File: src/rtl/rvc_pkg.sv
// Package for the regulator and bus-power control register
package rvc_pkg;
    localparam logic [7:0] RVC_ADDR_REGULATOR_CONTROL = 8'hc9;
    localparam logic [7:0] RVC_RESET_VALUE = 8'h00;
    localparam int RVC_BIT_OFF = 7;
    localparam int RVC_BIT_PRESENT = 6;
    localparam int RVC_BIT_POL = 5;
    localparam int RVC_BIT_LOWPWR = 4;
    localparam logic [7:0] RVC_RSVD_MASK = 8'h0f;

    // Special function register bus request
    typedef struct packed {
        logic [7:0] addr;
        logic wr;
        logic rd;
        logic [7:0] wdata;
    } rvc_sfr_req_t;

    // Regulator off and low-power controls
    typedef struct packed {
        logic regulator_off;
        logic regulator_low_power_sel;
    } rvc_reg_ctrl_t;
endpackage : rvc_pkg

File: src/rtl/rvc_sync.sv
// Three-stage synchroniser with agreement filter
`timescale 1ns/1ps
module rvc_sync (
    // Clock and reset
    input wire logic mclk,
    input wire logic arst_n,
    // Data
    input wire logic din,
    output logic dout
);
    logic s1_q;
    logic s2_q;
    logic s3_q;
    logic out_q;
    wire agree = (s2_q == s3_q);

    always_ff @(posedge mclk or negedge arst_n) begin
        if (!arst_n) begin
            s1_q <= 1'b0;
            s2_q <= 1'b0;
            s3_q <= 1'b0;
            out_q <= 1'b0;
        end else begin
            s1_q <= din;
            s2_q <= s1_q;
            s3_q <= s2_q;
            if (agree) begin
                out_q <= s3_q;
            end
        end
    end

    assign dout = out_q;
endmodule : rvc_sync

File: src/rtl/rvc_regulator_control.sv
// Regulator control register with bus-power sense and interrupt
// Functional notes
// - Bit 6 reads live bus power; read-only
// - Bit 5 selects bus-power interrupt polarity
// - Bit 4 selects regulator low-power mode
// - Bits 3..0 read zero; software writes zero
// - Interrupt is level while input matches polarity
// - Reset request when enabled and polarity matches
`timescale 1ns/1ps
module rvc_regulator_control (
    // Clock and reset
    input wire logic mclk,
    input wire logic arst_n,
    // Special function register bus
    input wire rvc_pkg::rvc_sfr_req_t sfr_req,
    output logic [7:0] sfr_rdata,
    output logic sfr_hit,
    // Bus power sense pin
    input wire logic bus_power_pin,
    // Regulator controls
    output rvc_pkg::rvc_reg_ctrl_t reg_ctrl,
    // Interrupt and reset
    input wire logic bus_power_irq_en,
    input wire logic usb_reset_src_en,
    output logic bus_power_irq,
    output logic bus_power_reset_req
);
    import rvc_pkg::*;

    logic off_q;
    logic off_d;
    logic pol_q;
    logic pol_d;
    logic lowpwr_q;
    logic lowpwr_d;
    logic [7:0] rdata_q;
    logic [7:0] rdata_d;
    logic present;

    // Sense level equals the selected polarity
    function automatic logic pol_match(input logic level, input logic pol);
        return level == pol;
    endfunction : pol_match

    // Next value of a writable bit: write data on a hit, else hold
    function automatic logic next_bit(input logic hit, input logic wbit,
                                      input logic cur);
        return hit ? wbit : cur;
    endfunction : next_bit

    // Read view with reserved bits forced low
    function automatic logic [7:0] view_of(input logic off,
                                           input logic pres,
                                           input logic pol,
                                           input logic lowpwr);
        logic [7:0] v;
        v = RVC_RESET_VALUE;
        v[RVC_BIT_OFF] = off;
        v[RVC_BIT_PRESENT] = pres;
        v[RVC_BIT_POL] = pol;
        v[RVC_BIT_LOWPWR] = lowpwr;
        return v & ~RVC_RSVD_MASK;
    endfunction : view_of

    wire sel = (sfr_req.addr == RVC_ADDR_REGULATOR_CONTROL);
    wire wr_hit = sel && sfr_req.wr;
    wire rd_hit = sel && sfr_req.rd;
    wire match = pol_match(present, pol_q);
    wire [7:0] reg_view = view_of(off_q, present, pol_q, lowpwr_q);

    rvc_sync u_sync (
        .mclk(mclk),
        .arst_n(arst_n),
        .din(bus_power_pin),
        .dout(present)
    );

    // Write decode; bit 6 and reserved bits ignore writes
    assign off_d = next_bit(wr_hit, sfr_req.wdata[RVC_BIT_OFF],
                            off_q);
    assign pol_d = next_bit(wr_hit, sfr_req.wdata[RVC_BIT_POL],
                            pol_q);
    assign lowpwr_d = next_bit(wr_hit, sfr_req.wdata[RVC_BIT_LOWPWR],
                               lowpwr_q);
    // Read view; reserved bits zero, bit 6 live
    assign rdata_d = rd_hit ? reg_view : rdata_q;

    always_ff @(posedge mclk or negedge arst_n) begin
        if (!arst_n) begin
            off_q <= RVC_RESET_VALUE[RVC_BIT_OFF];
            pol_q <= RVC_RESET_VALUE[RVC_BIT_POL];
            lowpwr_q <= RVC_RESET_VALUE[RVC_BIT_LOWPWR];
            rdata_q <= RVC_RESET_VALUE;
        end else begin
            off_q <= off_d;
            pol_q <= pol_d;
            lowpwr_q <= lowpwr_d;
            rdata_q <= rdata_d;
        end
    end

    assign sfr_rdata = rdata_q;
    assign sfr_hit = sel;
    assign reg_ctrl.regulator_off = off_q;
    assign reg_ctrl.regulator_low_power_sel = lowpwr_q;
    assign bus_power_irq = bus_power_irq_en && match;
    assign bus_power_reset_req = usb_reset_src_en && match;

    // Assertions
    property p_off_follows;
        @(posedge mclk) disable iff (!arst_n)
        wr_hit |=> (reg_ctrl.regulator_off ==
                    $past(sfr_req.wdata[RVC_BIT_OFF]));
    endproperty : p_off_follows
    off_follows_a: assert property (p_off_follows)
        else $error("regulator off bit not written");

    property p_off_holds;
        @(posedge mclk) disable iff (!arst_n)
        !wr_hit |=> $stable(reg_ctrl.regulator_off);
    endproperty : p_off_holds
    off_holds_a: assert property (p_off_holds)
        else $error("regulator off changed without write");

    property p_lowpwr_follows;
        @(posedge mclk) disable iff (!arst_n)
        wr_hit |=> (reg_ctrl.regulator_low_power_sel ==
                    $past(sfr_req.wdata[RVC_BIT_LOWPWR]));
    endproperty : p_lowpwr_follows
    lowpwr_follows_a: assert property (p_lowpwr_follows)
        else $error("low power bit not written");

    property p_lowpwr_holds;
        @(posedge mclk) disable iff (!arst_n)
        !wr_hit |=> $stable(reg_ctrl.regulator_low_power_sel);
    endproperty : p_lowpwr_holds
    lowpwr_holds_a: assert property (p_lowpwr_holds)
        else $error("low power bit changed without write");

    property p_pol_follows;
        @(posedge mclk) disable iff (!arst_n)
        wr_hit |=> (pol_q == $past(sfr_req.wdata[RVC_BIT_POL]));
    endproperty : p_pol_follows
    pol_follows_a: assert property (p_pol_follows)
        else $error("polarity bit not written");

    property p_pol_holds;
        @(posedge mclk) disable iff (!arst_n)
        !wr_hit |=> $stable(pol_q);
    endproperty : p_pol_holds
    pol_holds_a: assert property (p_pol_holds)
        else $error("polarity bit changed without write");

    property p_status_read;
        @(posedge mclk) disable iff (!arst_n)
        rd_hit |=> (sfr_rdata[RVC_BIT_PRESENT] == $past(present));
    endproperty : p_status_read
    status_read_a: assert property (p_status_read)
        else $error("status bit does not show bus power");

    property p_read_view;
        @(posedge mclk) disable iff (!arst_n)
        rd_hit |=> (sfr_rdata[RVC_BIT_OFF] == $past(off_q) &&
                    sfr_rdata[RVC_BIT_POL] == $past(pol_q) &&
                    sfr_rdata[RVC_BIT_LOWPWR] == $past(lowpwr_q));
    endproperty : p_read_view
    read_view_a: assert property (p_read_view)
        else $error("read data does not show control bits");

    property p_rdata_holds;
        @(posedge mclk) disable iff (!arst_n)
        !rd_hit |=> $stable(sfr_rdata);
    endproperty : p_rdata_holds
    rdata_holds_a: assert property (p_rdata_holds)
        else $error("read data changed without read");

    property p_rsvd_zero;
        @(posedge mclk) disable iff (!arst_n)
        (sfr_rdata & RVC_RSVD_MASK) == RVC_RESET_VALUE;
    endproperty : p_rsvd_zero
    rsvd_zero_a: assert property (p_rsvd_zero)
        else $error("reserved bits read nonzero");

    property p_irq_pol_high;
        @(posedge mclk) disable iff (!arst_n)
        (bus_power_irq_en && pol_q && present) |-> bus_power_irq;
    endproperty : p_irq_pol_high
    irq_pol_high_a: assert property (p_irq_pol_high)
        else $error("high polarity interrupt missing");

    property p_irq_pol_low;
        @(posedge mclk) disable iff (!arst_n)
        (bus_power_irq_en && !pol_q && !present) |-> bus_power_irq;
    endproperty : p_irq_pol_low
    irq_pol_low_a: assert property (p_irq_pol_low)
        else $error("low polarity interrupt missing");

    property p_irq_level;
        @(posedge mclk) disable iff (!arst_n)
        (present != pol_q) |-> !bus_power_irq;
    endproperty : p_irq_level
    irq_level_a: assert property (p_irq_level)
        else $error("interrupt stays after polarity mismatch");

    property p_irq_quiet;
        @(posedge mclk) disable iff (!arst_n)
        !bus_power_irq_en |-> !bus_power_irq;
    endproperty : p_irq_quiet
    irq_quiet_a: assert property (p_irq_quiet)
        else $error("interrupt active while disabled");

    property p_rst_req;
        @(posedge mclk) disable iff (!arst_n)
        (usb_reset_src_en && pol_q && present) |-> bus_power_reset_req;
    endproperty : p_rst_req
    rst_req_a: assert property (p_rst_req)
        else $error("reset request missing");

    property p_rst_quiet;
        @(posedge mclk) disable iff (!arst_n)
        (!usb_reset_src_en || present != pol_q) |-> !bus_power_reset_req;
    endproperty : p_rst_quiet
    rst_quiet_a: assert property (p_rst_quiet)
        else $error("reset request without match");

    property p_pin_rise;
        @(posedge mclk) disable iff (!arst_n)
        $rose(bus_power_pin) ##1 bus_power_pin [*4] |-> present;
    endproperty : p_pin_rise
    pin_to_status_a: assert property (p_pin_rise)
        else $error("sense pin not seen in time");

    property p_pin_fall;
        @(posedge mclk) disable iff (!arst_n)
        $fell(bus_power_pin) ##1 (!bus_power_pin) [*4] |-> !present;
    endproperty : p_pin_fall
    pin_fall_status_a: assert property (p_pin_fall)
        else $error("sense pin removal not seen in time");

    property p_reset_clear;
        @(posedge mclk)
        (!arst_n ##1 !arst_n) |->
            (sfr_rdata == RVC_RESET_VALUE &&
             reg_ctrl.regulator_off == RVC_RESET_VALUE[RVC_BIT_OFF] &&
             reg_ctrl.regulator_low_power_sel ==
                 RVC_RESET_VALUE[RVC_BIT_LOWPWR] &&
             pol_q == RVC_RESET_VALUE[RVC_BIT_POL]);
    endproperty : p_reset_clear
    reset_clear_a: assert property (p_reset_clear)
        else $error("register not cleared by reset");

    cov_write_c: cover property (@(posedge mclk) disable iff (!arst_n)
        wr_hit ##1 off_q);
    cov_irq_c: cover property (@(posedge mclk) disable iff (!arst_n)
        $rose(bus_power_irq));
    cov_reset_c: cover property (@(posedge mclk) disable iff (!arst_n)
        $rose(bus_power_reset_req));
    cov_read_c: cover property (@(posedge mclk) disable iff (!arst_n)
        rd_hit ##1 sfr_rdata[RVC_BIT_PRESENT]);
    cov_lowpwr_c: cover property (@(posedge mclk) disable iff (!arst_n)
        wr_hit ##1 lowpwr_q);
endmodule : rvc_regulator_control

File: config.mk
export PLATFORM = sky130hd
export DESIGN_NAME = rvc_regulator_control
export DESIGN_NICKNAME = d
export VERILOG_FILES = /design/src/rtl/rvc_pkg.sv /design/src/rtl/rvc_sync.sv /design/src/rtl/rvc_regulator_control.sv
export SDC_FILE = /design/constraint.sdc
export NUM_CORES = 1
export LEC_CHECK = 0
export ABC_AREA = 1
export BUFFER_PORTS_ARGS = -buffer_cell sky130_fd_sc_hd__buf_2
export CORE_AREA = 2 2 45 47
export CTS_CLUSTER_SIZE = 8
export DETAILED_ROUTE_END_ITERATION = 12
export DIE_AREA = 0 0 47 49
export GPL_TIMING_DRIVEN = 0
export PLACE_DENSITY = 0.71
export SLEW_MARGIN = 15
export SYNTH_ARGS = -nofsm -noshare
export SYNTH_HDL_FRONTEND = slang
export SYNTH_HIERARCHICAL = 1
export SYNTH_SLANG_ARGS = --single-unit
File: constraint.sdc
create_clock -name mclk -period 1.1 [get_ports mclk]
set_input_delay 0.11 -clock mclk [delete_from_list [all_inputs] [get_ports mclk]]
set_output_delay 0.11 -clock mclk [all_outputs]
set_load 0.005 [all_outputs]
==> flow_summary.json, run 1 <==
{
  "grt_util_all_layers_pct": 10.2,
  "synth_area_um2": 583,
  "numClockSinks": 11,
  "post-dp-hpwl_um": 831,
  "dpl.cell_count": 117,
  "critPathSlowestCell": "dfrtp_1",
  "ios": 36,
  "initial_core_util_pct": 31.7,
  "holdWs_ns": 0.0990,
  "combinationalPowerShare_pct": 17.0,
  "critPathMaxFanout": 2,
  "cts_root_buffer": "clkbuf_4",
  "slew_violations": 0,
  "clk_latency_ns": 0.26,
  "max_stage_delay_ns": 0.39,
  "core_area_mm2": 0.00184,
  "cp-start-kind": "flop",
  "power_frac_seq_pct": 51.0,
  "grt_overflow": 0,
  "grt_pass1_wl_um": 1710,
  "finalWorstSetupSlack_ns": -0.0328,
  "die_x_um": 47,
  "final_util_pct": 44.9,
  "p_clk_share_pct": 32.0,
  "synthToLayoutAreaGrowth_pct": 41.8,
  "p_sw_uw": 210,
  "syn_inst": 61,
  "clock_path_buffers": 2,
  "cp_cell_sequence": "xor2_1, nor2_1, buf_2",
  "wire_per_inst_um": 8.23,
  "drc_errors": 0,
  "hp-class": "primary input to flop",
  "yosysUniqueCellTypes": 14,
  "firstDrtPassIters": 4,
  "rsz0062_at_grt": "true",
  "avgViaCountPerCell": 3.91,
  "gp_congestion": 0.698,
  "yosysSeqAreaShare_pct": 47.2,
  "power.internal_uw": 636,
  "status": "finished with violations",
  "finalHoldViolations": 0,
  "period_minus_slack_ns": 1.13,
  "power_density_mw_per_mm2": 1020,
  "drv_cap": 0,
  "switching_share_pct": 24.8,
  "drt_iter0_drc": 5,
  "crit_arrival_ns": 1.02,
  "yosys_warnings": 6,
  "n_fill_cell": 204,
  "cp_top_family": "flip-flops",
  "final_cells": 126,
  "grt_antenna_before_repair": 0,
  "n_antenna_cell": 0,
  "clkSlewWorstSetupHoldPaths_ns": 0.07,
  "fmax_ghz": 0.883,
  "cts_tree": "done",
  "grt_pass1_vias": 447,
  "vias": 493,
  "finalClockSkew_ns": 0.00374,
  "num-nets-final": 123,
  "preCtsSetupSlack_ns": 0.188,
  "cts-resized-gates": 0,
  "grt_max_degree": 12,
  "critPathBufInv": 1,
  "rows": 16,
  "violations": "setup timing",
  "critPathRequiredTime_ns": 0.99,
  "htree_levels": 1,
  "syn_area_per_cell_um2": 9.56,
  "io_buffers": 26,
  "peakVddDrop_v": 0.000446,
  "cts-buffers-inserted": 3,
  "p_leak_nw": 0.504,
  "die-height_um": 49,
  "cp-end-kind": "output port",
  "routed_wl_um": 1040,
  "setup_viol": 2,
  "critPathKind": "flop to output port",
  "detail-route-antenna-nets": 0,
  "layout-drive-gt1-share_pct": 48.5,
  "fin_crit_sh_pct": 103,
  "die_area_mm2": 0.00230,
  "synth_seq_cells": 11
}
-- power by group through the flow --
stage               logic (mW)  registers (mW)  clock network [mW]
global placement         0.121           0.440                   0
floorplan               0.0652           0.439                   0
detailed placement       0.125           0.441                   0
finish                   0.144           0.431               0.270
CTS                      0.141           0.431               0.279
global route             0.164           0.433               0.310
-- cell type report --
class | instances | area, um^2 | area share [%]
buffer | 6 | 45.0 | 5.45
clock buffer | 4 | 26.3 | 3.18
inverter | 7 | 26.3 | 3.18
multi-input combinational | 40 | 248 | 30.0
sequential | 11 | 275 | 33.3
tap | 27 | 33.8 | 4.08
timing repair buffer | 31 | 173 | 20.9
-- placed cells by master (no fill, tap or decap), drive strengths merged, types with 2 or more instances in the layout --
cell | synthesis | final
buf | 6 | 35
clkbuf | 0 | 4
conb | 1 | 4
dfrtp | 11 | 11
dlygate4sd3 | 0 | 2
inv | 7 | 7
nand2 | 19 | 19
nand3 | 2 | 2
nand4 | 7 | 7
nor2 | 5 | 5
-- worst paths after layout --
kind	start	to	slack (ns)	cells after the start
max	u_sync/dout	bus_power_reset_req	-0.03	3
max reg2reg	u_sync/dout	sfr_rdata[6]	0.21	4
min	sfr_req[7]	off_q	0.1	3
max in group asynchronous	arst_n	u_sync/s3_q	0.66	2
min in group asynchronous	arst_n	sfr_rdata[4]	0.24	2
min reg2reg	u_sync/s1_q	u_sync/s2_q	0.37	0
-- cells in the mapped netlist, drive strengths merged --
master  instances  share of area (%)
a21oi           1               0.86
conb            1               0.64
nand2          19                 14
nand4           7                7.5
xor2            1                1.5
inv             7                4.5
and2            1                1.3
nand3           2                6.0
nor2            5                8.8
buf             6                7.7
dfrtp          11                 47
-- state kept, by name (all words and copies together), names as in the netlist --
signal / count
pol_q: 1
lowpwr_q: 1
u_sync/s3_q: 1
u_sync/s2_q: 1
sfr_rdata: 4
u_sync/dout: 1
off_q: 1
u_sync/s1_q: 1
-- routing by layer --
metal | track usage [%] | vias up | wire [um]
li1 | - | 261 | -
met1 | 12.3 | 212 | 469
met2 | 15.5 | 18 | 482
met3 | 3.33 | 2 | 77
met4 | 5.56 | 0 | 8
met5 | 0 | - | 0
-- tightest hold or removal path: cells and delay by family --
kind	cells	cell delay (ns)
and+or+nand+nor	2	0.13
buffers and inverters	1	0.09
-- what timing repair did --
item,4_1_cts,5_1_grt
hold endpoints to repair,12,0
hold buffers,2,0
buffers inserted,2,1
pin swaps,1,0
endpoints found under the setup margin,2,2
-- through the flow --
stage | total power [mW] | TNS (ns) | area, um^2
after floorplan | 0.504 | 0 | 594
after global placement | 0.561 | 0 | 758
after detailed placement | 0.566 | 0 | 758
after CTS | 0.850 | -0.108 | 820
after global routing | 0.906 | -0.210 | 827
final | 0.845 | -0.0605 | 827
-- kinds of logic (layout without fill, tap and decap cells) --
kind of cell	count (synthesis)	in the layout	share of synthesized area (%)
AOI/OAI and AO/OA	1	1	0.858
buffers and inverters	13	48	12.2
other	1	4	0.643
xor gates and xnor gates	1	1	1.50
and+or+nand+nor	34	34	37.6
DFF	11	11	47.2
Power figures use the tool's default switching activity.
==> inputs of run 2 (changes only) <==
--- a/config.mk
+++ b/config.mk
@@ -12,7 +12,7 @@
 export DETAILED_ROUTE_END_ITERATION = 12
 export DIE_AREA = 0 0 47 49
 export GPL_TIMING_DRIVEN = 0
-export PLACE_DENSITY = 0.71
+export PLACE_DENSITY = 0.64
 export SLEW_MARGIN = 15
 export SYNTH_ARGS = -nofsm -noshare
 export SYNTH_HDL_FRONTEND = slang
==> constraint.sdc (replaced) <==
create_clock -name mclk -period 1.1 [get_ports mclk]
set_input_delay 0.165 -clock mclk [delete_from_list [all_inputs] [get_ports mclk]]
set_output_delay 0.165 -clock mclk [all_outputs]
set_load 0.005 [all_outputs]
==> run 2 against run 1 <==
  * The flow still finishes with violations (setup timing)
  * Combinational power is 3% lower
  * Clock skew is 0.0015 ns lower
  * Routed wire length is 4.3% lower
  * Utilization stayed put
  * Sequential cell count stayed put
  * Sequential power hardly changed
  * Sequential share of layout area stayed put
  * Register-to-register slack better by 0.09 ns
  * Worst setup slack worse by 0.085 ns
  * First-iteration DRC count is 20% lower
==> flow_summary.json, run 2 (synthesis gave the netlist of run 1 again) <==
{
  "status": "finished with violations",
  "violations": "setup timing",
  "die_area_mm2": 0.00230,
  "htree_levels": 1,
  "finalPower_uw": 839,
  "layout-drive-gt1-share_pct": 49.0,
  "grt_max_degree": 12,
  "grt_antenna_before_repair": 0,
  "finalClockSkew_ns": 0.00227,
  "n_antenna_cell": 0,
  "drv_cap": 0,
  "post-dp-hpwl_um": 796,
  "fmax_ghz": 0.821,
  "cp-start-kind": "flop",
  "fin_crit_sh_pct": 111,
  "io_buffers": 26,
  "finalWorstSetupSlack_ns": -0.118,
  "firstDrtPassIters": 2,
  "layout_commonest_cell": "buf_2",
  "setup_viol": 2,
  "rows": 16,
  "cp-end-kind": "output port",
  "finalHoldViolations": 0,
  "wire_per_inst_um": 7.94,
  "cts-buffers-inserted": 3,
  "die-height_um": 49,
  "numClockSinks": 11,
  "drc_errors": 0,
  "gp_congestion": 0.675,
  "layout_common_cells": "buf_2 (26), nand2_1 (15), dfrtp_1 (11)",
  "preCtsSetupSlack_ns": 0.0710,
  "clk_latency_ns": 0.26,
  "rsz0062_at_grt": "true",
  "crit_arrival_ns": 1.05,
  "grt_overflow": 0,
  "clkSlewWorstSetupHoldPaths_ns": 0.07,
  "critPathRequiredTime_ns": 0.94,
  "hp-class": "primary input to flop",
  "grt_pass1_vias": 421,
  "ios": 36,
  "drt_iter0_drc": 4,
  "power_density_mw_per_mm2": 1010,
  "detail-route-antenna-nets": 0,
  "peakVddDrop_v": 0.000411,
  "cts_root_buffer": "clkbuf_4",
  "die_x_um": 47,
  "cts_tree": "done",
  "p_leak_nw": 0.500,
  "critPathKind": "flop to output port",
  "initial_core_util_pct": 31.7,
  "grt_util_all_layers_pct": 9.68,
  "routed_wl_um": 992,
  "largest_register_ffs": 4,
  "period_minus_slack_ns": 1.22,
  "clock_path_buffers": 2,
  "avgViaCountPerCell": 3.93,
  "slew_violations": 0,
  "num-nets-final": 122,
  "core_area_mm2": 0.00184,
  "vias": 491,
  "synthToLayoutAreaGrowth_pct": 41.8,
  "final_util_pct": 44.9,
  "critPathMaxFanout": 2,
  "grt_pass1_wl_um": 1610
}
-- run 2: path summary, 6_finish.rpt --
| path | cells past startpoint | startpoint | endpoint | slack (ns) |
|---|---|---|---|---|
| worst min register to register | 0 | u_sync/s1_q | u_sync/s2_q | 0.36 |
| max in group asynchronous | 2 | arst_n | u_sync/s1_q | 0.62 |
| worst max-delay path | 3 | u_sync/dout | bus_power_irq | -0.12 |
| worst max register to register | 3 | u_sync/dout | sfr_rdata[6] | 0.30 |
| worst min-delay path | 3 | sfr_req[5] | pol_q | 0.15 |
| min in group asynchronous | 2 | arst_n | sfr_rdata[4] | 0.29 |
-- run 2: worst max-delay path, cell delays in order, from the launching register on --
cell and delay (ns):
dfrtp_1 0.41, xor2_2 0.19, nor2_1 0.08, buf_2 0.11
-- run 2: report_power, final --
part           internal, mW  switching, mW  total, mW
clock network         0.140          0.126      0.266
registers             0.421         0.0124      0.433
logic                0.0721         0.0672      0.139
total                 0.633          0.206      0.839
-- run 2: cell type report --
class | instances | area, um^2
inverters | 7 | 26.3
plain buffers | 6 | 45.0
repair buffers | 30 | 165
clock buffers | 4 | 26.3
fillers | 203 | 1010
multi-input cells | 40 | 255
flip-flops and latches | 11 | 275
well taps | 27 | 33.8
-- run 2: repair_timing --
action,4_1_cts,5_1_grt
hold buffers,2,0
endpoints found under the setup margin,2,3
resized for setup,1,0
setup buffers,1,1
endpoints found under the hold margin,12,0
pin swaps,1,0
-- run 2: routing by layer --
layer  global-route usage [%]  part of all wire (%)
met3                        0                   5.0
met2                     15.8                    55
met5                        0                     0
met4                     6.94                     0
met1                     11.8                    40
-- run 2: stage by stage --
step,hold slack (ns),instance area [um^2],setup TNS [ns],cells
2_1_floorplan,-0.131,594,0,64
3_3_place_gp,0.0392,758,0,117
3_5_place_dp,0.0422,758,0,117
4_1_cts,0.146,820,-0.255,124
5_1_grt,0.167,827,-0.373,125
6_report,0.154,827,-0.232,125
==> inputs of run 3 (changes only) <==
--- a/config.mk
+++ b/config.mk
@@ -6,13 +6,13 @@
 export NUM_CORES = 1
 export LEC_CHECK = 0
 export ABC_AREA = 1
-export BUFFER_PORTS_ARGS = -buffer_cell sky130_fd_sc_hd__buf_2
 export CORE_AREA = 2 2 45 47
 export CTS_CLUSTER_SIZE = 8
 export DETAILED_ROUTE_END_ITERATION = 12
 export DIE_AREA = 0 0 47 49
+export DONT_BUFFER_PORTS = 1
 export GPL_TIMING_DRIVEN = 0
-export PLACE_DENSITY = 0.64
+export PLACE_DENSITY = 0.47
 export SLEW_MARGIN = 15
 export SYNTH_ARGS = -nofsm -noshare
 export SYNTH_HDL_FRONTEND = slang
==> run 3 against run 2 <==
  * The run still ends with setup timing left
  * Largest power group unchanged
  * Via count fell by 18%
  * Non-clock buffer count shrank 26
  * Final cell count decreased by 21%
  * Cell area fell by 17%
  * Worst setup slack better by 0.10 ns
  * Worst hold slack lost 0.11 ns
  * Total power is 5.3% lower
  * Critical path depth is 1 lower
==> flow_summary.json, run 3 (synthesis gave the netlist of run 1 again) <==
{
  "status": "finished with violations",
  "violations": "setup timing",
  "grt_util_all_layers_pct": 9.64,
  "cts_root_buffer": "clkbuf_4",
  "htree_levels": 1,
  "layout-drive-gt1-share_pct": 29.2,
  "grt_antenna_before_repair": 0,
  "avgViaCountPerCell": 4.06,
  "fmax_ghz": 0.897,
  "drv_cap": 0,
  "layout_commonest_cell": "nand2_1",
  "regToRegEndpoint": "sfr_rdata[5]",
  "io_buffers": 0,
  "vias": 402,
  "peakVddDrop_v": 0.000586,
  "core_area_mm2": 0.00184,
  "num-nets-final": 96,
  "critPathRequiredTime_ns": 0.94,
  "slew_violations": 0,
  "min_to": "off_q",
  "max_stage_delay_ns": 0.38,
  "drt_iter0_drc": 8,
  "worstHoldPathCells": 2,
  "critPathBufInv": 0,
  "period_minus_slack_ns": 1.11,
  "die_x_um": 47,
  "r2r-start": "pol_q",
  "firstDrtPassIters": 3,
  "grt_pass1_vias": 369,
  "tightest_slew_ns": 0.498,
  "cts-resized-gates": 0,
  "hold_start": "sfr_req[7]",
  "preCtsSetupSlack_ns": 0.224,
  "gp_congestion": 0.604,
  "clkSlewWorstSetupHoldPaths_ns": 0.07,
  "n_antenna_cell": 0,
  "initial_core_util_pct": 31.7,
  "n_fill_cell": 212,
  "fin_crit_sh_pct": 101,
  "die-height_um": 49,
  "reg2regPathDepth": 3,
  "routed_wl_um": 971,
  "cts-buffers-inserted": 3,
  "power_density_mw_per_mm2": 1150,
  "finalPower_uw": 795,
  "rsz0062_at_grt": "true",
  "cp_top_family": "flip-flops",
  "cp-end-kind": "output port",
  "clock_path_buffers": 2,
  "synthToLayoutAreaGrowth_pct": 18.2,
  "cts_tree": "done",
  "ios": 36,
  "critPathSlowestCell": "dfrtp_1",
  "setup_viol": 2,
  "clk_latency_ns": 0.26,
  "drc_errors": 0,
  "final_util_pct": 37.4,
  "crit_arrival_ns": 0.95,
  "cp_cell_sequence": "xor2_1, nor2_1",
  "slew_headroom_pct": 66.7,
  "ff2ff_setup_slack_ns": 0.33,
  "grt_overflow": 0,
  "layout_common_cells": "nand2_1 (15), dfrtp_1 (11), buf_4 (8)",
  "post-dp-hpwl_um": 742,
  "finalClockSkew_ns": 0.00638,
  "hp-class": "primary input to flop",
  "p_leak_nw": 0.385,
  "critPathMaxFanout": 2,
  "rows": 16,
  "die_area_mm2": 0.00230,
  "grt_pass1_wl_um": 1560,
  "holdWs_ns": 0.0412,
  "numClockSinks": 11,
  "largest_register_ffs": 4,
  "cp-start-kind": "flop",
  "finalHoldViolations": 0,
  "critPathKind": "flop to output port",
  "grt_max_degree": 12,
  "wire_per_inst_um": 9.81,
  "detail-route-antenna-nets": 0,
  "finalWorstSetupSlack_ns": -0.0148
}
run 3: changes by cell type in the layout (fill, tap and decap cells not counted):
cell and delta:
xor2_2 -1, xor2_1 +1, buf_2 -26
run 3: area by class of cell:
cell class	count	area, um^2	area share (%)
Sequential cell	11	275	39.9
Multi-Input combinational cell	40	248	35.9
Buffer	6	45.0	6.53
Timing Repair Buffer	4	35.0	5.08
Tap cell	27	33.8	4.90
Clock buffer	4	26.3	3.81
Inverter	7	26.3	3.81
run 3: layer usage:
layer / vias up / global-route usage (%) / part of all wire [%]
li1: 207 / - / -
met1: 179 / 11.7 / 42
met2: 14 / 14.4 / 49
met3: 2 / 2.22 / 7.8
met4: 0 / 6.94 / 0.93
met5: - / 0 / 0
run 3: how the worst max path moves through the flow:
stage	start	to	slack, ns	cells after the start
6_report	u_sync/dout	bus_power_irq	-0.01	2
2_1_floorplan	pol_q	bus_power_irq	0.28	2
5_1_grt	u_sync/dout	bus_power_reset_req	-0.07	2
3_5_place_dp	pol_q	bus_power_irq	0.22	2
3_3_place_gp	pol_q	bus_power_irq	0.23	2
4_1_cts	u_sync/dout	bus_power_irq	-0.06	2
run 3: report_power, final:
group	switching (mW)	internal [mW]
registers	0.0106	0.421
logic	0.0517	0.0423
clock network	0.129	0.140
run 3: metrics by stage:
| step | area [um^2] | instances | setup TNS [ns] |
|---|---|---|---|
| final | 689 | 99 | -0.0273 |
| after global placement | 628 | 91 | 0 |
| after floorplan | 594 | 64 | 0 |
| after detailed placement | 628 | 91 | 0 |
| after global routing | 689 | 99 | -0.132 |
| after CTS | 689 | 99 | -0.104 |
run 3: timing repair:
| action | 4_1_cts | 5_1_grt |
|---|---|---|
| buffers inserted | 2 | 0 |
| hold buffers | 2 | 0 |
| pin swaps | 2 | 1 |
| setup endpoints to repair | 2 | 2 |
| endpoints found under the hold margin | 12 | 0 |
run 3: worst reg2reg max path, stage by stage (launching register included):
cell,delay [ns]
dfrtp_1,0.39
buf_4,0.14
nand4_1,0.08
nand2_1,0.05
